### src/include/dcup_defines.svh
`ifndef DCUP_DEFINES_SVH
`define DCUP_DEFINES_SVH
// ==========================================
// register byte offsets
`define DCUP_CTRL_OFS 12'h000
`define DCUP_STAT_OFS 12'h004
`define DCUP_EVT_OFS 12'h008
// ==========================================
// control fields and reset value
`define DCUP_CTRL_FLT_LO 0
`define DCUP_CTRL_FLT_UP 1
`define DCUP_CTRL_LOOP 2
`define DCUP_CTRL_SOFT_RESET_REQUEST 3
`define DCUP_CTRL_RST 3'h0
// ==========================================
// status fields
`define DCUP_ST_SE_LO 0
`define DCUP_ST_SE_UP 1
`define DCUP_ST_LOCK_LO 2
`define DCUP_ST_LOCK_UP 3
`define DCUP_ST_MAN 4
`define DCUP_ST_PAR 5
// ==========================================
// timing and framing
`define DCUP_PCLK_HZ 20000000
`define DCUP_RATE_MAX_BPS 2000000
`define DCUP_CHAR_BITS 12
`define DCUP_PRE_PAT 10'h22a
`define DCUP_STP_PAT 10'h2a8
`endif

### src/include/dcup_pkg.sv
package dcup_pkg;
  // link rate codes: 2, 1 and 0.5 Mb/s
  typedef enum logic [1:0] {
    DCUP_R2M = 2'h0,
    DCUP_R1M = 2'h1,
    DCUP_R05M = 2'h2
  } dcup_rate_t;
  // character receiver states
  typedef enum logic [1:0] {
    DCUP_IDLE = 2'h1,
    DCUP_BITS = 2'h2
  } dcup_rxst_t;
  // one received character
  typedef struct packed {
    logic done;
    logic pre;
    logic stp;
    logic man;
    logic par;
    logic [3:0] nib;
  } dcup_evt_t;
  // receiver state seen by the port logic
  typedef struct packed {
    logic lock;
    logic se;
    dcup_rate_t rate;
    logic dat;
    logic act;
  } dcup_rxs_t;
endpackage

### src/rtl/dcup_rx.sv
`timescale 1ns/1ps
`include "dcup_defines.svh"

module dcup_rx
  import dcup_pkg::*;
(
  // clock, reset, soft restart
  input wire logic pclk,
  input wire logic presetn,
  input wire logic restart,
  // line pins and internal loop source
  input wire logic pin_p,
  input wire logic pin_n,
  input wire logic loop_sel,
  input wire logic loop_p,
  input wire logic loop_n,
  // state and character events
  output dcup_rxs_t stat,
  output dcup_evt_t evt
);
  // ==========================================
  // helpers
  // bit period in pclk cycles for a rate code
  function automatic logic [7:0] bit_cyc(input dcup_rate_t r);
    bit_cyc = 8'(`DCUP_PCLK_HZ / (`DCUP_RATE_MAX_BPS >> r));
  endfunction
  // nearest supported rate to a measured bit time
  function automatic dcup_rate_t rate_of(input logic [7:0] m);
    logic [7:0] t0;
    logic [7:0] t1;
    t0 = bit_cyc(DCUP_R2M) + (bit_cyc(DCUP_R2M) >> 1);
    t1 = bit_cyc(DCUP_R1M) + (bit_cyc(DCUP_R1M) >> 1);
    rate_of = (m < t0) ? DCUP_R2M : (m < t1) ? DCUP_R1M : DCUP_R05M;
  endfunction
  // classify a finished frame, bit 0 is the start bit
  function automatic dcup_evt_t classify(input logic [11:0] f);
    dcup_evt_t e;
    e.done = 1'b1;
    e.pre = (f[9:0] == `DCUP_PRE_PAT);
    e.stp = (f[9:0] == `DCUP_STP_PAT);
    e.man = ~e.pre & ~e.stp & ((f[1] == f[2]) | (f[3] == f[4]) | (f[5] == f[6]) | (f[7] == f[8]));
    e.par = ~e.pre & ~e.stp & (^f);
    e.nib = {f[7], f[5], f[3], f[1]};
    classify = e;
  endfunction

  // ==========================================
  // input path
  logic [1:0] sp_q;
  logic [1:0] sn_q;
  logic nd_q;
  logic seen_q;
  logic dec_q;
  logic se_q;
  logic lock_q;
  dcup_rate_t rate_q;
  logic [7:0] meas_q;
  logic [7:0] act_q;
  logic [7:0] cnt_q;
  logic [3:0] idx_q;
  logic [10:0] sh_q;
  dcup_rxst_t st_q;
  dcup_evt_t evt_q;

  // pins pass two flops; loopback ignores the pins
  always_ff @(posedge pclk or negedge presetn)
  begin
    if (!presetn)
    begin
      sp_q <= 2'h0;
      sn_q <= 2'h0;
    end
    else
    begin
      sp_q <= {sp_q[0], pin_p};
      sn_q <= {sn_q[0], pin_n};
    end
  end

  wire p = loop_sel ? loop_p : sp_q[1];
  wire n = loop_sel ? loop_n : sn_q[1];
  wire dat = se_q ? ~n : p;
  wire [7:0] bc = bit_cyc(rate_q);
  wire n_rise = n & ~nd_q;
  wire n_fall = ~n & nd_q;
  wire start = (st_q == DCUP_IDLE) & lock_q & n_rise; // start bit raises the inverted line, idle low/low does not
  wire last = (st_q == DCUP_BITS) & (cnt_q == 8'h0) & (idx_q == 4'(`DCUP_CHAR_BITS - 1));

  // ==========================================
  // mode and rate detection on the first preamble
  always_ff @(posedge pclk or negedge presetn)
  begin
    if (!presetn)
    begin
      nd_q <= 1'b0;
      seen_q <= 1'b0;
      dec_q <= 1'b0;
      se_q <= 1'b0;
      lock_q <= 1'b0;
      rate_q <= DCUP_R2M;
      meas_q <= 8'h0;
    end
    else if (restart)
    begin
      nd_q <= 1'b0;
      seen_q <= 1'b0;
      dec_q <= 1'b0;
      se_q <= 1'b0;
      lock_q <= 1'b0;
      rate_q <= DCUP_R2M;
      meas_q <= 8'h0;
    end
    else
    begin
      nd_q <= n;
      seen_q <= seen_q | p;
      if (n_rise & ~dec_q)
      begin
        dec_q <= 1'b1;
        se_q <= ~seen_q & ~p;
      end
      if (n_rise)
        meas_q <= 8'h1;
      else if (n & (meas_q != 8'hff))
        meas_q <= meas_q + 8'h1;
      if (n_fall & dec_q & ~lock_q)
      begin
        lock_q <= 1'b1;
        rate_q <= rate_of(meas_q);
      end
    end
  end

  // single-ended idle reads as one, so a two bit window bridges runs of ones
  always_ff @(posedge pclk or negedge presetn)
  begin
    if (!presetn)
      act_q <= 8'h0;
    else if (p | n)
      act_q <= {bc[6:0], 1'b0};
    else if (act_q != 8'h0)
      act_q <= act_q - 8'h1;
  end

  // ==========================================
  // twelve-bit character framing
  always_ff @(posedge pclk or negedge presetn)
  begin
    if (!presetn)
    begin
      st_q <= DCUP_IDLE;
      cnt_q <= 8'h0;
      idx_q <= 4'h0;
      sh_q <= 11'h0;
      evt_q <= '0;
    end
    else
    begin
      evt_q <= last ? classify({dat, sh_q}) : '0;
      case (st_q)
        DCUP_IDLE:
          if (start)
          begin
            st_q <= DCUP_BITS;
            cnt_q <= {1'b0, bc[7:1]};
            idx_q <= 4'h0;
          end
        DCUP_BITS:
          if (restart | last)
            st_q <= DCUP_IDLE;
          else if (cnt_q != 8'h0)
            cnt_q <= cnt_q - 8'h1;
          else
          begin
            cnt_q <= bc - 8'h1;
            sh_q[idx_q] <= dat;
            idx_q <= idx_q + 4'h1;
          end
        default:
          st_q <= DCUP_IDLE;
      endcase
    end
  end

  // differential: active only while a pin is high, so no zero is repeated into idle
  assign stat = {lock_q, se_q, rate_q, dat, (p | n) | (se_q & (act_q != 8'h0))};
  assign evt = evt_q;
endmodule

### src/rtl/dcup_port.sv
`timescale 1ns/1ps
`include "dcup_defines.svh"

module dcup_port
  import dcup_pkg::*;
(
  // apb slave
  input wire logic pclk,
  input wire logic presetn,
  input wire logic psel,
  input wire logic penable,
  input wire logic pwrite,
  input wire logic [11:0] paddr,
  input wire logic [31:0] pwdata,
  output logic [31:0] prdata,
  output logic pready,
  output logic pslverr,
  // lower port pins
  input wire logic lower_rx_true_input,
  input wire logic lower_rx_inverted_input,
  output logic lower_tx_true,
  output logic lower_tx_inv,
  output logic lower_tx_oe,
  // upper port pins
  input wire logic upper_rx_true_input,
  input wire logic upper_rx_inverted_input,
  output logic upper_tx_true,
  output logic upper_tx_inv,
  output logic upper_tx_oe
);
  // ==========================================
  // state
  logic [2:0] ctrl_q;
  logic restart_q;
  logic man_q;
  logic par_q;
  logic [31:0] prdata_q;
  logic [3:0] nib_q;
  logic [7:0] npre_q;
  logic [7:0] nstp_q;
  logic lo_p_q;
  logic lo_n_q;
  logic lo_oe_q;
  logic up_p_q;
  logic up_n_q;
  logic up_oe_q;
  dcup_rxs_t lo_s;
  dcup_rxs_t up_s;
  dcup_evt_t lo_e;
  dcup_evt_t up_e;

  // ==========================================
  // apb decode
  wire setup = psel & ~penable;
  wire acc = psel & penable;
  wire hit_ctrl = (paddr == `DCUP_CTRL_OFS);
  wire hit_stat = (paddr == `DCUP_STAT_OFS);
  wire hit_evt = (paddr == `DCUP_EVT_OFS);
  wire hit = hit_ctrl | hit_stat | hit_evt;
  wire wr = acc & pwrite & hit;
  wire wr_ctrl = wr & hit_ctrl;
  wire wr_stat = wr & hit_stat;
  wire soft_reset_request_w = wr_ctrl & pwdata[`DCUP_CTRL_SOFT_RESET_REQUEST];
  wire clr_man = wr_stat & pwdata[`DCUP_ST_MAN];
  wire clr_par = wr_stat & pwdata[`DCUP_ST_PAR];

  // read words
  wire [31:0] stat_w = {22'h0, up_s.rate, lo_s.rate, par_q, man_q, up_s.lock, lo_s.lock, up_s.se, lo_s.se};
  wire [31:0] evt_w = {8'h0, nstp_q, npre_q, 4'h0, nib_q};
  wire [31:0] rd_w = hit_ctrl ? {29'h0, ctrl_q} :
                     hit_stat ? stat_w :
                     hit_evt ? evt_w : 32'h0;

  // zero wait states; unmapped access gets an error
  assign pready = acc;
  assign pslverr = acc & ~hit;
  assign prdata = prdata_q;

  // read data is captured in the setup cycle
  always_ff @(posedge pclk or negedge presetn)
  begin
    if (!presetn)
      prdata_q <= 32'h0;
    else if (setup & ~pwrite)
      prdata_q <= rd_w;
  end

  // ==========================================
  // control register and soft reset
  always_ff @(posedge pclk or negedge presetn)
  begin
    if (!presetn)
    begin
      ctrl_q <= `DCUP_CTRL_RST;
      restart_q <= 1'b0;
    end
    else
    begin
      restart_q <= soft_reset_request_w;
      if (soft_reset_request_w)
        ctrl_q <= `DCUP_CTRL_RST;
      else if (wr_ctrl)
        ctrl_q <= pwdata[2:0];
    end
  end

  // ==========================================
  // receivers
  // upper receiver reads its pins or the upper transmitter
  dcup_rx u_lo (
    .pclk(pclk),
    .presetn(presetn),
    .restart(restart_q),
    .pin_p(lower_rx_true_input),
    .pin_n(lower_rx_inverted_input),
    .loop_sel(1'b0),
    .loop_p(1'b0),
    .loop_n(1'b0),
    .stat(lo_s),
    .evt(lo_e)
  );

  dcup_rx u_up (
    .pclk(pclk),
    .presetn(presetn),
    .restart(restart_q),
    .pin_p(upper_rx_true_input),
    .pin_n(upper_rx_inverted_input),
    .loop_sel(ctrl_q[`DCUP_CTRL_LOOP]),
    .loop_p(up_p_q),
    .loop_n(up_n_q),
    .stat(up_s),
    .evt(up_e)
  );

  // ==========================================
  // sticky character errors, set wins over clear
  wire man_set = (lo_e.done & lo_e.man) | (up_e.done & up_e.man);
  wire par_set = (lo_e.done & lo_e.par) | (up_e.done & up_e.par);

  always_ff @(posedge pclk or negedge presetn)
  begin
    if (!presetn)
    begin
      man_q <= 1'b0;
      par_q <= 1'b0;
    end
    else if (restart_q)
    begin
      man_q <= 1'b0;
      par_q <= 1'b0;
    end
    else
    begin
      man_q <= man_set | (man_q & ~clr_man);
      par_q <= par_set | (par_q & ~clr_par);
    end
  end

  // lower port character log: last nibble and framing counts
  always_ff @(posedge pclk or negedge presetn)
  begin
    if (!presetn)
    begin
      nib_q <= 4'h0;
      npre_q <= 8'h0;
      nstp_q <= 8'h0;
    end
    else if (restart_q)
    begin
      nib_q <= 4'h0;
      npre_q <= 8'h0;
      nstp_q <= 8'h0;
    end
    else if (lo_e.done)
    begin
      if (lo_e.pre)
        npre_q <= npre_q + 8'h1;
      else if (lo_e.stp)
        nstp_q <= nstp_q + 8'h1;
      else
        nib_q <= lo_e.nib;
    end
  end

  // ==========================================
  // repeaters: after lock the bit stream passes through, driven as a differential pair,
  // so nothing is repeated before lock or while the receiver is not active
  wire up_fwd = lo_s.lock & lo_s.act;
  wire lo_fwd = up_s.lock & up_s.act;

  // upper transmitter repeats the lower receiver
  always_ff @(posedge pclk or negedge presetn)
  begin
    if (!presetn)
    begin
      up_p_q <= 1'b0;
      up_n_q <= 1'b0;
      up_oe_q <= 1'b1;
    end
    else
    begin
      up_p_q <= up_fwd & lo_s.dat;
      up_n_q <= up_fwd & ~lo_s.dat;
      up_oe_q <= up_fwd | ~ctrl_q[`DCUP_CTRL_FLT_UP];
    end
  end

  // lower transmitter repeats the upper receiver
  always_ff @(posedge pclk or negedge presetn)
  begin
    if (!presetn)
    begin
      lo_p_q <= 1'b0;
      lo_n_q <= 1'b0;
      lo_oe_q <= 1'b1;
    end
    else
    begin
      lo_p_q <= lo_fwd & up_s.dat;
      lo_n_q <= lo_fwd & ~up_s.dat;
      lo_oe_q <= lo_fwd | ~ctrl_q[`DCUP_CTRL_FLT_LO];
    end
  end

  assign upper_tx_true = up_p_q;
  assign upper_tx_inv = up_n_q;
  assign upper_tx_oe = up_oe_q;
  assign lower_tx_true = lo_p_q;
  assign lower_tx_inv = lo_n_q;
  assign lower_tx_oe = lo_oe_q;
endmodule

### config.mk
export PLATFORM = sky130hd
export DESIGN_NAME = dcup_port
export DESIGN_NICKNAME = d
export VERILOG_FILES = /design/src/include/dcup_pkg.sv /design/src/rtl/dcup_rx.sv /design/src/rtl/dcup_port.sv
export VERILOG_INCLUDE_DIRS = /design/src /design/src/include
export SDC_FILE = /design/constraint.sdc
export NUM_CORES = 1
export LEC_CHECK = 0
export BUFFER_PORTS_ARGS = -buffer_cell sky130_fd_sc_hd__buf_4
export CORE_MARGIN = 4
export CORE_UTILIZATION = 44
export CTS_CLUSTER_SIZE = 25
export DETAILED_ROUTE_END_ITERATION = 10
export PLACE_DENSITY = 0.66
export SYNTH_ARGS = -nofsm -noshare
export SYNTH_HDL_FRONTEND = slang
export SYNTH_SLANG_ARGS = --single-unit
### constraint.sdc
create_clock -name pclk -period 3.87 [get_ports pclk]
set_clock_uncertainty 0.05 [all_clocks]
set_input_delay 0.774 -clock pclk [delete_from_list [all_inputs] [get_ports pclk]]
set_output_delay 0.774 -clock pclk [all_outputs]
set_load 0.02 [all_outputs]
==> flow_results.org, run 1 <==
** Synth
- Cell type contributing the most total cell area after synthesis :: sky130_fd_sc_hd__dfrtp_1
- Top FF cell, synth :: sky130_fd_sc_hd__dfrtp_1
- In the synthesized netlist, the cells that appear most often are sky130_fd_sc_hd__dfrtp_1, sky130_fd_sc_hd__nor2_1, sky130_fd_sc_hd__nand2_1.
- In the synthesized netlist the async set-or-reset flop fraction comes to 1.00.
- Counting every instance in the synthesized netlist gives 961.
- In this run, distinct cell masters in the synthesized netlist total 84.
- The mapped netlist covers 0.00939 mm2.
- Average cell area after synthesis :: 9.77 um2
- During synthesis, Yosys emitted a total of 0 warnings.
- sky130_fd_sc_hd__dfrtp_1 is the most common cell in the netlist.
- Fraction of synthesized cell area taken by the top area cell type :: 0.448
- Sequential cell area fraction in the yosys report :: 0.459
- Top post-synthesis cells by area :: sky130_fd_sc_hd__dfrtp_1, sky130_fd_sc_hd__ha_1, sky130_fd_sc_hd__nor2_1, sky130_fd_sc_hd__xor2_1, sky130_fd_sc_hd__a21oi_1
- Number of flops mapped to enable cells by yosys :: 0
- Synthesis inferred 172 register bits.

** Clocking
- Clk sinks :: 172
- Clock slew at reported path FFs :: 0.07 ns
- Buffers inserted during clock tree synthesis total 17.
- # H-tree levels :: 4
- The clock reaches the later pin of the worst-skew pair after 0.44 ns.
- Largest buffer count on any clock path :: 2
- TritonCTS built the clock tree.
- Hold-fix buffer count after cts :: 0
- Clock root buffer master :: sky130_fd_sc_hd__clkbuf_16

** Finish
- Diode insertion count for antenna repair :: 0
- Area added between synthesis and finish :: 14.4%
- Count of nets after finishing :: 1126
- Number of filler instances in the final layout :: 1891
- Fraction of layout cells with a size suffix above 1 :: 0.145
- Filler-free cell count of the finished design :: 1307
- Summing all flip-flop and latch instances after layout gives 0.00431 mm2.
- Multi-input combinational cell area :: 0.00473 mm2

** Floorplan
- The region available for standard cell placement spans 0.0210 mm2.
- Initial core utilization :: 0.447
- For this design the top-level I/O count stands at 93.
- In this run the horizontal extent of the chip is 154 um.
- Die height :: 154 um
- After floorplanning, the core was divided into 53 placement rows.
- Die area :: 0.0237 mm2

** STA
- Setup repair after global routing left no endpoint under its margin.
- The number of pins with negative max-slew slack in the final report is 0.
- The worst pin sits at a relative slew slack of 0.337.
- The worst path needs 3.63 ns of the cycle, external delays included.
- Max Clk Rate :: 275 MHz
- Final number of hold-violating endpoints :: 0
- Summed negative setup slack over all endpoints :: 0 ns
- Worst Tran Pin Value :: 0.995 ns
- Setup violations remaining at the end of the flow were counted as 0.
- Final worst path period share :: 0.939

** Placed design
- Placer congestion estimate :: 0.875
- Number of port buffers :: 58
- Once detailed placement completed, the half-perimeter wirelength came to 14800 um.
- Number of instances in the placed design :: 1274

** GRT
- Largest net degree at the start of global routing :: 71
- Aggregate global-route resource usage :: 0.176
- Overflow left after global routing :: 0
- The number of antenna violations at the first check in global routing was 0.
- Wire length of the first global-routing pass :: 34300 um
- The number of global-route vias before repair is 6736.

** Route
- For this block, the via count after detailed routing is 6979.
- The detailed router used layers up to and including met4.
- Dividing the detail-routed via count by the number of cells gives 5.34.
- The pre-antenna-repair detailed-routing pass consisted of 5 iterations.
- Total Wirelength :: 20400 um
- The routed design uses 9620 um of met2 wire.
- The detail route stage leaves a number of antenna-violating nets equal to 0.
- First-iteration detailed-routing DRC count :: 402
- Residual DRC count :: 0
- After detailed routing, the met3 layer carries 745 um of wire.
- For this block, wires on met1 add up to 9720 um.
- Routed length per instance :: 15.6 um

** Setup path
- Endpoint type of the worst setup path :: flip-flop
- Critical-path maximum fanout :: 6
- For the worst setup path, the data arrival time is 3.89 ns.
- The worst setup path is of the reg -> reg kind.
- Startpoint kind of the worst setup timing path :: flip-flop
- Required arrival time at the worst endpoint :: 4.13 ns
- Measured in cells, the most critical reg-to-reg path has a length of 13.

** Power and ir drop
- Dividing total power by cell area gives a power density of 467 mW/mm2.
- Cell leakage power :: 4.91 nW
- The completed layout was analyzed and its total power is 5.02 mW.
- Worst-case vdd ir drop :: 0.311 mV

** Hold path
- Hold WC Path Type :: in -> async

** Status
- Result of the run :: completed

** Run
- Across the run, the number of max-cap violations was 0.
path summary, 6_finish.rpt:
kind | start | to | slack [ns]
min in group pclk | u_lo.sp_q[0]$_DFF_PN0_ | u_lo.sp_q[1]$_DFF_PN0_ | 0.30
worst max-delay path | u_lo.rate_q[0]$_DFFE_PN0P_ | u_lo.cnt_q[6]$_DFFE_PN0P_ | 0.24
worst min register to register | u_lo.sp_q[0]$_DFF_PN0_ | u_lo.sp_q[1]$_DFF_PN0_ | 0.30
max in group asynchronous | presetn | u_lo.sh_q[5]$_DFFE_PN0P_ | 2.73
worst min-delay path | presetn | u_lo.meas_q[4]$_DFFE_PN0P_ | 0.24
worst max register to register | u_lo.rate_q[0]$_DFFE_PN0P_ | u_lo.cnt_q[6]$_DFFE_PN0P_ | 0.24
flip-flops by register name, indices dropped and copies added, names as in the netlist, 3 cells and up:
| signal | cells |
|---|---|
| prdata | 24 |
| u_up.meas_q | 8 |
| u_up.cnt_q | 8 |
| u_up.evt | 3 |
| u_lo.evt | 9 |
| npre_q | 8 |
| u_lo.act_q | 8 |
| u_up.sh_q | 11 |
| u_up.act_q | 8 |
| u_lo.idx_q | 4 |
| ctrl_q | 3 |
| u_lo.sh_q | 11 |
| u_lo.cnt_q | 8 |
| u_lo.meas_q | 8 |
| nstp_q | 8 |
| nib_q | 4 |
| u_up.idx_q | 4 |
critical path: stages (launching register included):
cell and delay [ns]:
sky130_fd_sc_hd__dfrtp_2 0.42, sky130_fd_sc_hd__inv_1 0.12, sky130_fd_sc_hd__ha_1 0.27, sky130_fd_sc_hd__or2_2 0.32, sky130_fd_sc_hd__o32ai_1 0.45, sky130_fd_sc_hd__o311ai_1 0.19
sky130_fd_sc_hd__a21oi_1 0.25, sky130_fd_sc_hd__ha_1 0.23, sky130_fd_sc_hd__nor2b_1 0.17, sky130_fd_sc_hd__o311ai_1 0.14, sky130_fd_sc_hd__or4_1 0.52, sky130_fd_sc_hd__and2_0 0.18
sky130_fd_sc_hd__o21ai_1 0.11, sky130_fd_sc_hd__o211ai_1 0.10
logic make-up after synthesis:
logic type               synth area share
AND/OR/NAND/NOR                     0.204
AO/OA/AOI/OAI                       0.131
flip-flops                          0.459
buffers and inverters              0.0406
XOR/XNOR                           0.0588
adder cells (fa/ha/maj)            0.0720
multiplexers                       0.0346
other                            0.000399
metrics by stage:
step	utilization	instance area, um2	hold WS [ns]	setup slack [ns]
6_report	0.511	10700	0.237	0.235
5_1_grt	0.511	10700	0.257	0.0368
4_1_cts	0.511	10700	0.245	0.0855
3_5_place_dp	0.481	10100	0.288	0.0889
3_3_place_gp	0.481	10100	0.284	0.252
2_1_floorplan	-	9420	0.281	0.314
cells in the final DEF, fill, tap and decap left out, types with 5 or more instances in the layout:
cell | netlist | routed
sky130_fd_sc_hd__a211oi_1 | 7 | 7
sky130_fd_sc_hd__mux2_2 | 8 | 8
sky130_fd_sc_hd__clkinv_8 | 0 | 6
sky130_fd_sc_hd__xnor2_1 | 26 | 26
sky130_fd_sc_hd__nand2b_1 | 8 | 8
sky130_fd_sc_hd__nor3_1 | 18 | 18
sky130_fd_sc_hd__a21oi_1 | 57 | 57
sky130_fd_sc_hd__mux2i_1 | 19 | 19
sky130_fd_sc_hd__clkbuf_16 | 0 | 17
sky130_fd_sc_hd__nor2_1 | 121 | 121
sky130_fd_sc_hd__or4_1 | 6 | 6
sky130_fd_sc_hd__nor2b_1 | 13 | 13
sky130_fd_sc_hd__nand4_1 | 15 | 15
sky130_fd_sc_hd__a31oi_1 | 17 | 17
sky130_fd_sc_hd__xor2_1 | 37 | 37
sky130_fd_sc_hd__o21ai_0 | 28 | 28
sky130_fd_sc_hd__nand3b_1 | 6 | 6
sky130_fd_sc_hd__or3_1 | 6 | 6
sky130_fd_sc_hd__nor4_1 | 10 | 10
sky130_fd_sc_hd__and2_1 | 12 | 12
sky130_fd_sc_hd__and3_1 | 10 | 10
sky130_fd_sc_hd__nor4b_1 | 5 | 5
sky130_fd_sc_hd__o31ai_1 | 8 | 8
sky130_fd_sc_hd__dfrtp_1 | 168 | 166
sky130_fd_sc_hd__ha_1 | 54 | 53
sky130_fd_sc_hd__conb_1 | 1 | 8
sky130_fd_sc_hd__or2_2 | 5 | 5
sky130_fd_sc_hd__o21ai_1 | 6 | 6
sky130_fd_sc_hd__nand2_1 | 72 | 72
sky130_fd_sc_hd__a22o_1 | 19 | 19
sky130_fd_sc_hd__nand3_1 | 27 | 27
sky130_fd_sc_hd__inv_1 | 45 | 45
sky130_fd_sc_hd__buf_4 | 8 | 72
routing by layer:
metal | vias to the layer above | global-route usage
met1 | 3358 | 0.248
met4 | 0 | 0.0458
met3 | 22 | 0.0405
li1 | 3479 | -
met2 | 120 | 0.276
met5 | - | 0
timing repair:
item	CTS	global route
setup buffers	0	1
resized for setup	0	4
setup endpoints to repair	0	1
layout make-up:
type / instances / area share
clock buffer: 17 / 0.0396
sequential: 172 / 0.401
multi-input combinational: 707 / 0.440
tap: 275 / 0.0320
inverter: 47 / 0.0164
clock inverter: 15 / 0.0174
timing repair buffer: 74 / 0.0532
report_power, final:
| group | switching, mW | leakage (nW) | internal, mW |
|---|---|---|---|
| sequential | 0.177 | 2.27 | 1.95 |
| clock | 0.845 | 0.297 | 0.880 |
| combinational | 0.661 | 2.34 | 0.507 |
Note: power is estimated with default switching activity, not from simulation.
==> run 2: changes to the inputs <==
- PLACE_DENSITY: 0.66 -> 0.69
- clock period: 3.87 -> 3 ns (I/O delays scaled with it)
==> flow_results.org, run 2 (same netlist as run 1, synthesis figures left out) <==
** Setup path
- At the worst endpoint, the required time is 3.25 ns.
- The worst register-to-register path has a setup slack of -0.31 ns.
- Crit path buf inv count :: 1
- Critical Path Slowest Stage Cell :: sky130_fd_sc_hd__or4_4
- The kind of cell with the highest combined delay along the critical path is compound AO/OA/AOI/OAI gates.
- The setup path with the least slack is of type reg -> reg.
- Critical path arrival :: 3.55 ns
- Measured in cells, the most critical reg-to-reg path has a length of 15.
- Reg-to-reg critical path endpoint :: u_lo.cnt_q[6]$_DFFE_PN0P_
- On the worst path, the slowest cell contributes a delay of 0.51 ns.
- Endpoint type of the worst setup path :: flip-flop
- Counting buffers and inverters, the worst setup path is 15 cells deep.
- The worst setup path is launched from a flip-flop.
- Worst R2R Start :: u_lo.rate_q[1]$_DFFE_PN0P_
- Critical Path, Cell by Cell :: inv_4, ha_4, and2_4, ha_4, o21a_1, a31oi_4, o311ai_4, a21oi_2, ha_2, nor2b_4, o311ai_4, or4_4, and2_0, o21ai_1, o211ai_1
- In this run the worst path has a maximum fanout of 5.

** Placed design
- Detailed placement ended at an HPWL of 15600 um.
- Cell area reported after detailed placement :: 0.0105 mm2
- Buffers placed on the I/O ports in this run total 58.
- Placer congestion estimate :: 0.885

** Clocking
- Hold-fix buffer count after cts :: 0
- Clock slew at reported path FFs :: 0.07 ns
- Largest buffer count on any clock path :: 2
- At the later pin of the worst-skew pair, clock insertion delay measures 0.44 ns.
- # H-tree levels :: 4
- Clock tree synthesis inserted a total of 17 buffers.
- CTS tree :: yes
- Clk sinks :: 172
- The tree is rooted in a sky130_fd_sc_hd__clkbuf_16.

** Route
- First-iteration detailed-routing DRC count :: 474
- Antenna violation net count after detailed routing :: 0
- Routed length per instance :: 16.5 um
- TritonRoute pass-1 iters :: 5
- Detailed-route via count :: 7414
- Total Wirelength :: 22500 um
- Residual DRC count :: 0
- DR vias/cell :: 5.42

** STA
- Final worst path period share :: 1.10
- In this run the tightest slew margin relative to its limit is 0.443.
- Unrepaired setup endpoints after global routing :: yes
- Final Setup Violations :: 2
- Setup ws final :: -0.306 ns
- Worst Tran Pin Value :: 0.834 ns
- The routed design could run at a clock period as short as 3.31 ns.
- The final hold violation count came to 0.
- The number of pins with negative max-slew slack in the final report came to 0.
- Static timing analysis puts the maximum clock frequency at 302 MHz.

** Finish
- Fraction of layout cells with a size suffix above 1 :: 0.238
- Final Cell Area :: 0.0116 mm2
- The number of antenna diodes in the final layout is 0.
- Most common library cell in the layout ignoring fill and taps :: sky130_fd_sc_hd__dfrtp_1
- Number of filler instances in the final layout :: 1793
- Once layout is complete, the utilization of the core stands at 0.554.
- Highest-count cells in the layout ignoring fill and taps :: sky130_fd_sc_hd__dfrtp_1, sky130_fd_sc_hd__buf_4, sky130_fd_sc_hd__nor2_1, sky130_fd_sc_hd__nand2_1, sky130_fd_sc_hd__a21oi_1
- For this run, the post-layout net count is 1187.
- Relative to the synthesized area, the layout overhead comes to 23.9%.
- The register with the most flip-flops in the layout has 24 of them.

** Status
- Result of the run :: finished with violations
- The final reports fail on setup timing.

** GRT
- Entering global routing, the biggest net connects 65 pins.
- Vias in the first global route :: 7033
- For this run, the total global-route usage over all layers was measured as 0.183.
- Overflow left after global routing :: 0
- Initial antenna violation count :: 0
- Wire length of the first global-routing pass :: 35400 um

** Floorplan
- The die covers 0.0237 mm2.
- Row generation in the floorplan step produced 53 rows.
- Measured along the y axis, the die boundary spans 154 um.
- The region available for standard cell placement spans 0.0210 mm2.
- In this run the count of I/O pins placed on the die edge is 93.
- Die Span X :: 154 um
- The initial utilization of the core area, before any placement, comes to 0.447.

** Hold path
- In this run the worst hold path is classified as in -> async.

** Power and ir drop
- Total power density per cell area :: 628 mW/mm2
- Cell leakage power :: 5.31 nW
- VDD sags by at most 0.546 mV.

** Run
- The tool flagged a number of max-cap violations equal to 0.
==> run 2: per-layer routing <==
layer / share of wire / vias up / track usage
met5: 0 / - / 0
met4: 0.017 / 0 / 0.0542
met3: 0.034 / 28 / 0.0380
met2: 0.48 / 142 / 0.294
met1: 0.47 / 3630 / 0.252
li1: - / 3614 / -
==> run 2: cell type report <==
type	count	area, um2	area share
tap	275	344	0.0296
inverter	47	186	0.0160
multi-input combinational	707	5100	0.438
timing repair buffer	135	1100	0.0943
clock inverter	15	174	0.0149
clock buffer	17	425	0.0366
sequential	172	4310	0.371
==> run 2: worst max path at each step <==
| stage | from | end | slack [ns] |
|---|---|---|---|
| floorplan | u_lo.rate_q[1]$_DFFE_PN0P_ | u_lo.cnt_q[6]$_DFFE_PN0P_ | -0.33 |
| global placement | u_lo.rate_q[1]$_DFFE_PN0P_ | u_lo.cnt_q[6]$_DFFE_PN0P_ | -0.32 |
| detailed placement | u_lo.rate_q[0]$_DFFE_PN0P_ | u_lo.cnt_q[6]$_DFFE_PN0P_ | -0.42 |
| CTS | u_lo.rate_q[0]$_DFFE_PN0P_ | u_lo.cnt_q[6]$_DFFE_PN0P_ | -0.26 |
| global route | u_lo.rate_q[0]$_DFFE_PN0P_ | u_lo.cnt_q[6]$_DFFE_PN0P_ | -0.43 |
| finish | u_lo.rate_q[1]$_DFFE_PN0P_ | u_lo.cnt_q[6]$_DFFE_PN0P_ | -0.31 |
==> run 2: what timing repair did <==
action                                  CTS  global route
hold endpoints to repair                  0             0
cloned                                    0             1
setup buffers                            16            14
endpoints found under the setup margin    3             6
resized for setup                        13            62
pin swaps                                 8            17
==> run 2: power breakdown <==
group          internal (mW)  switching [mW]  total [mW]  leakage [nW]
Combinational           1.17            1.15        2.32          2.75
Sequential              2.51           0.235        2.75          2.27
Clock                   1.19            1.05        2.24         0.296
Total                   4.87            2.43        7.31          5.31
==> run 2: per-stage QoR <==
stage               instances  total power, mW  setup TNS [ns]  hold WS (ns)  setup slack (ns)
finish                   1368             7.31          -0.398         0.115            -0.306
global route             1368             7.68          -0.919         0.152            -0.428
CTS                      1358             7.02          -0.508         0.122            -0.256
detailed placement       1310             4.52          -0.500         0.289            -0.419
global placement         1310             4.49          -0.347         0.283            -0.315
floorplan                 968             3.96          -0.331         0.254            -0.331
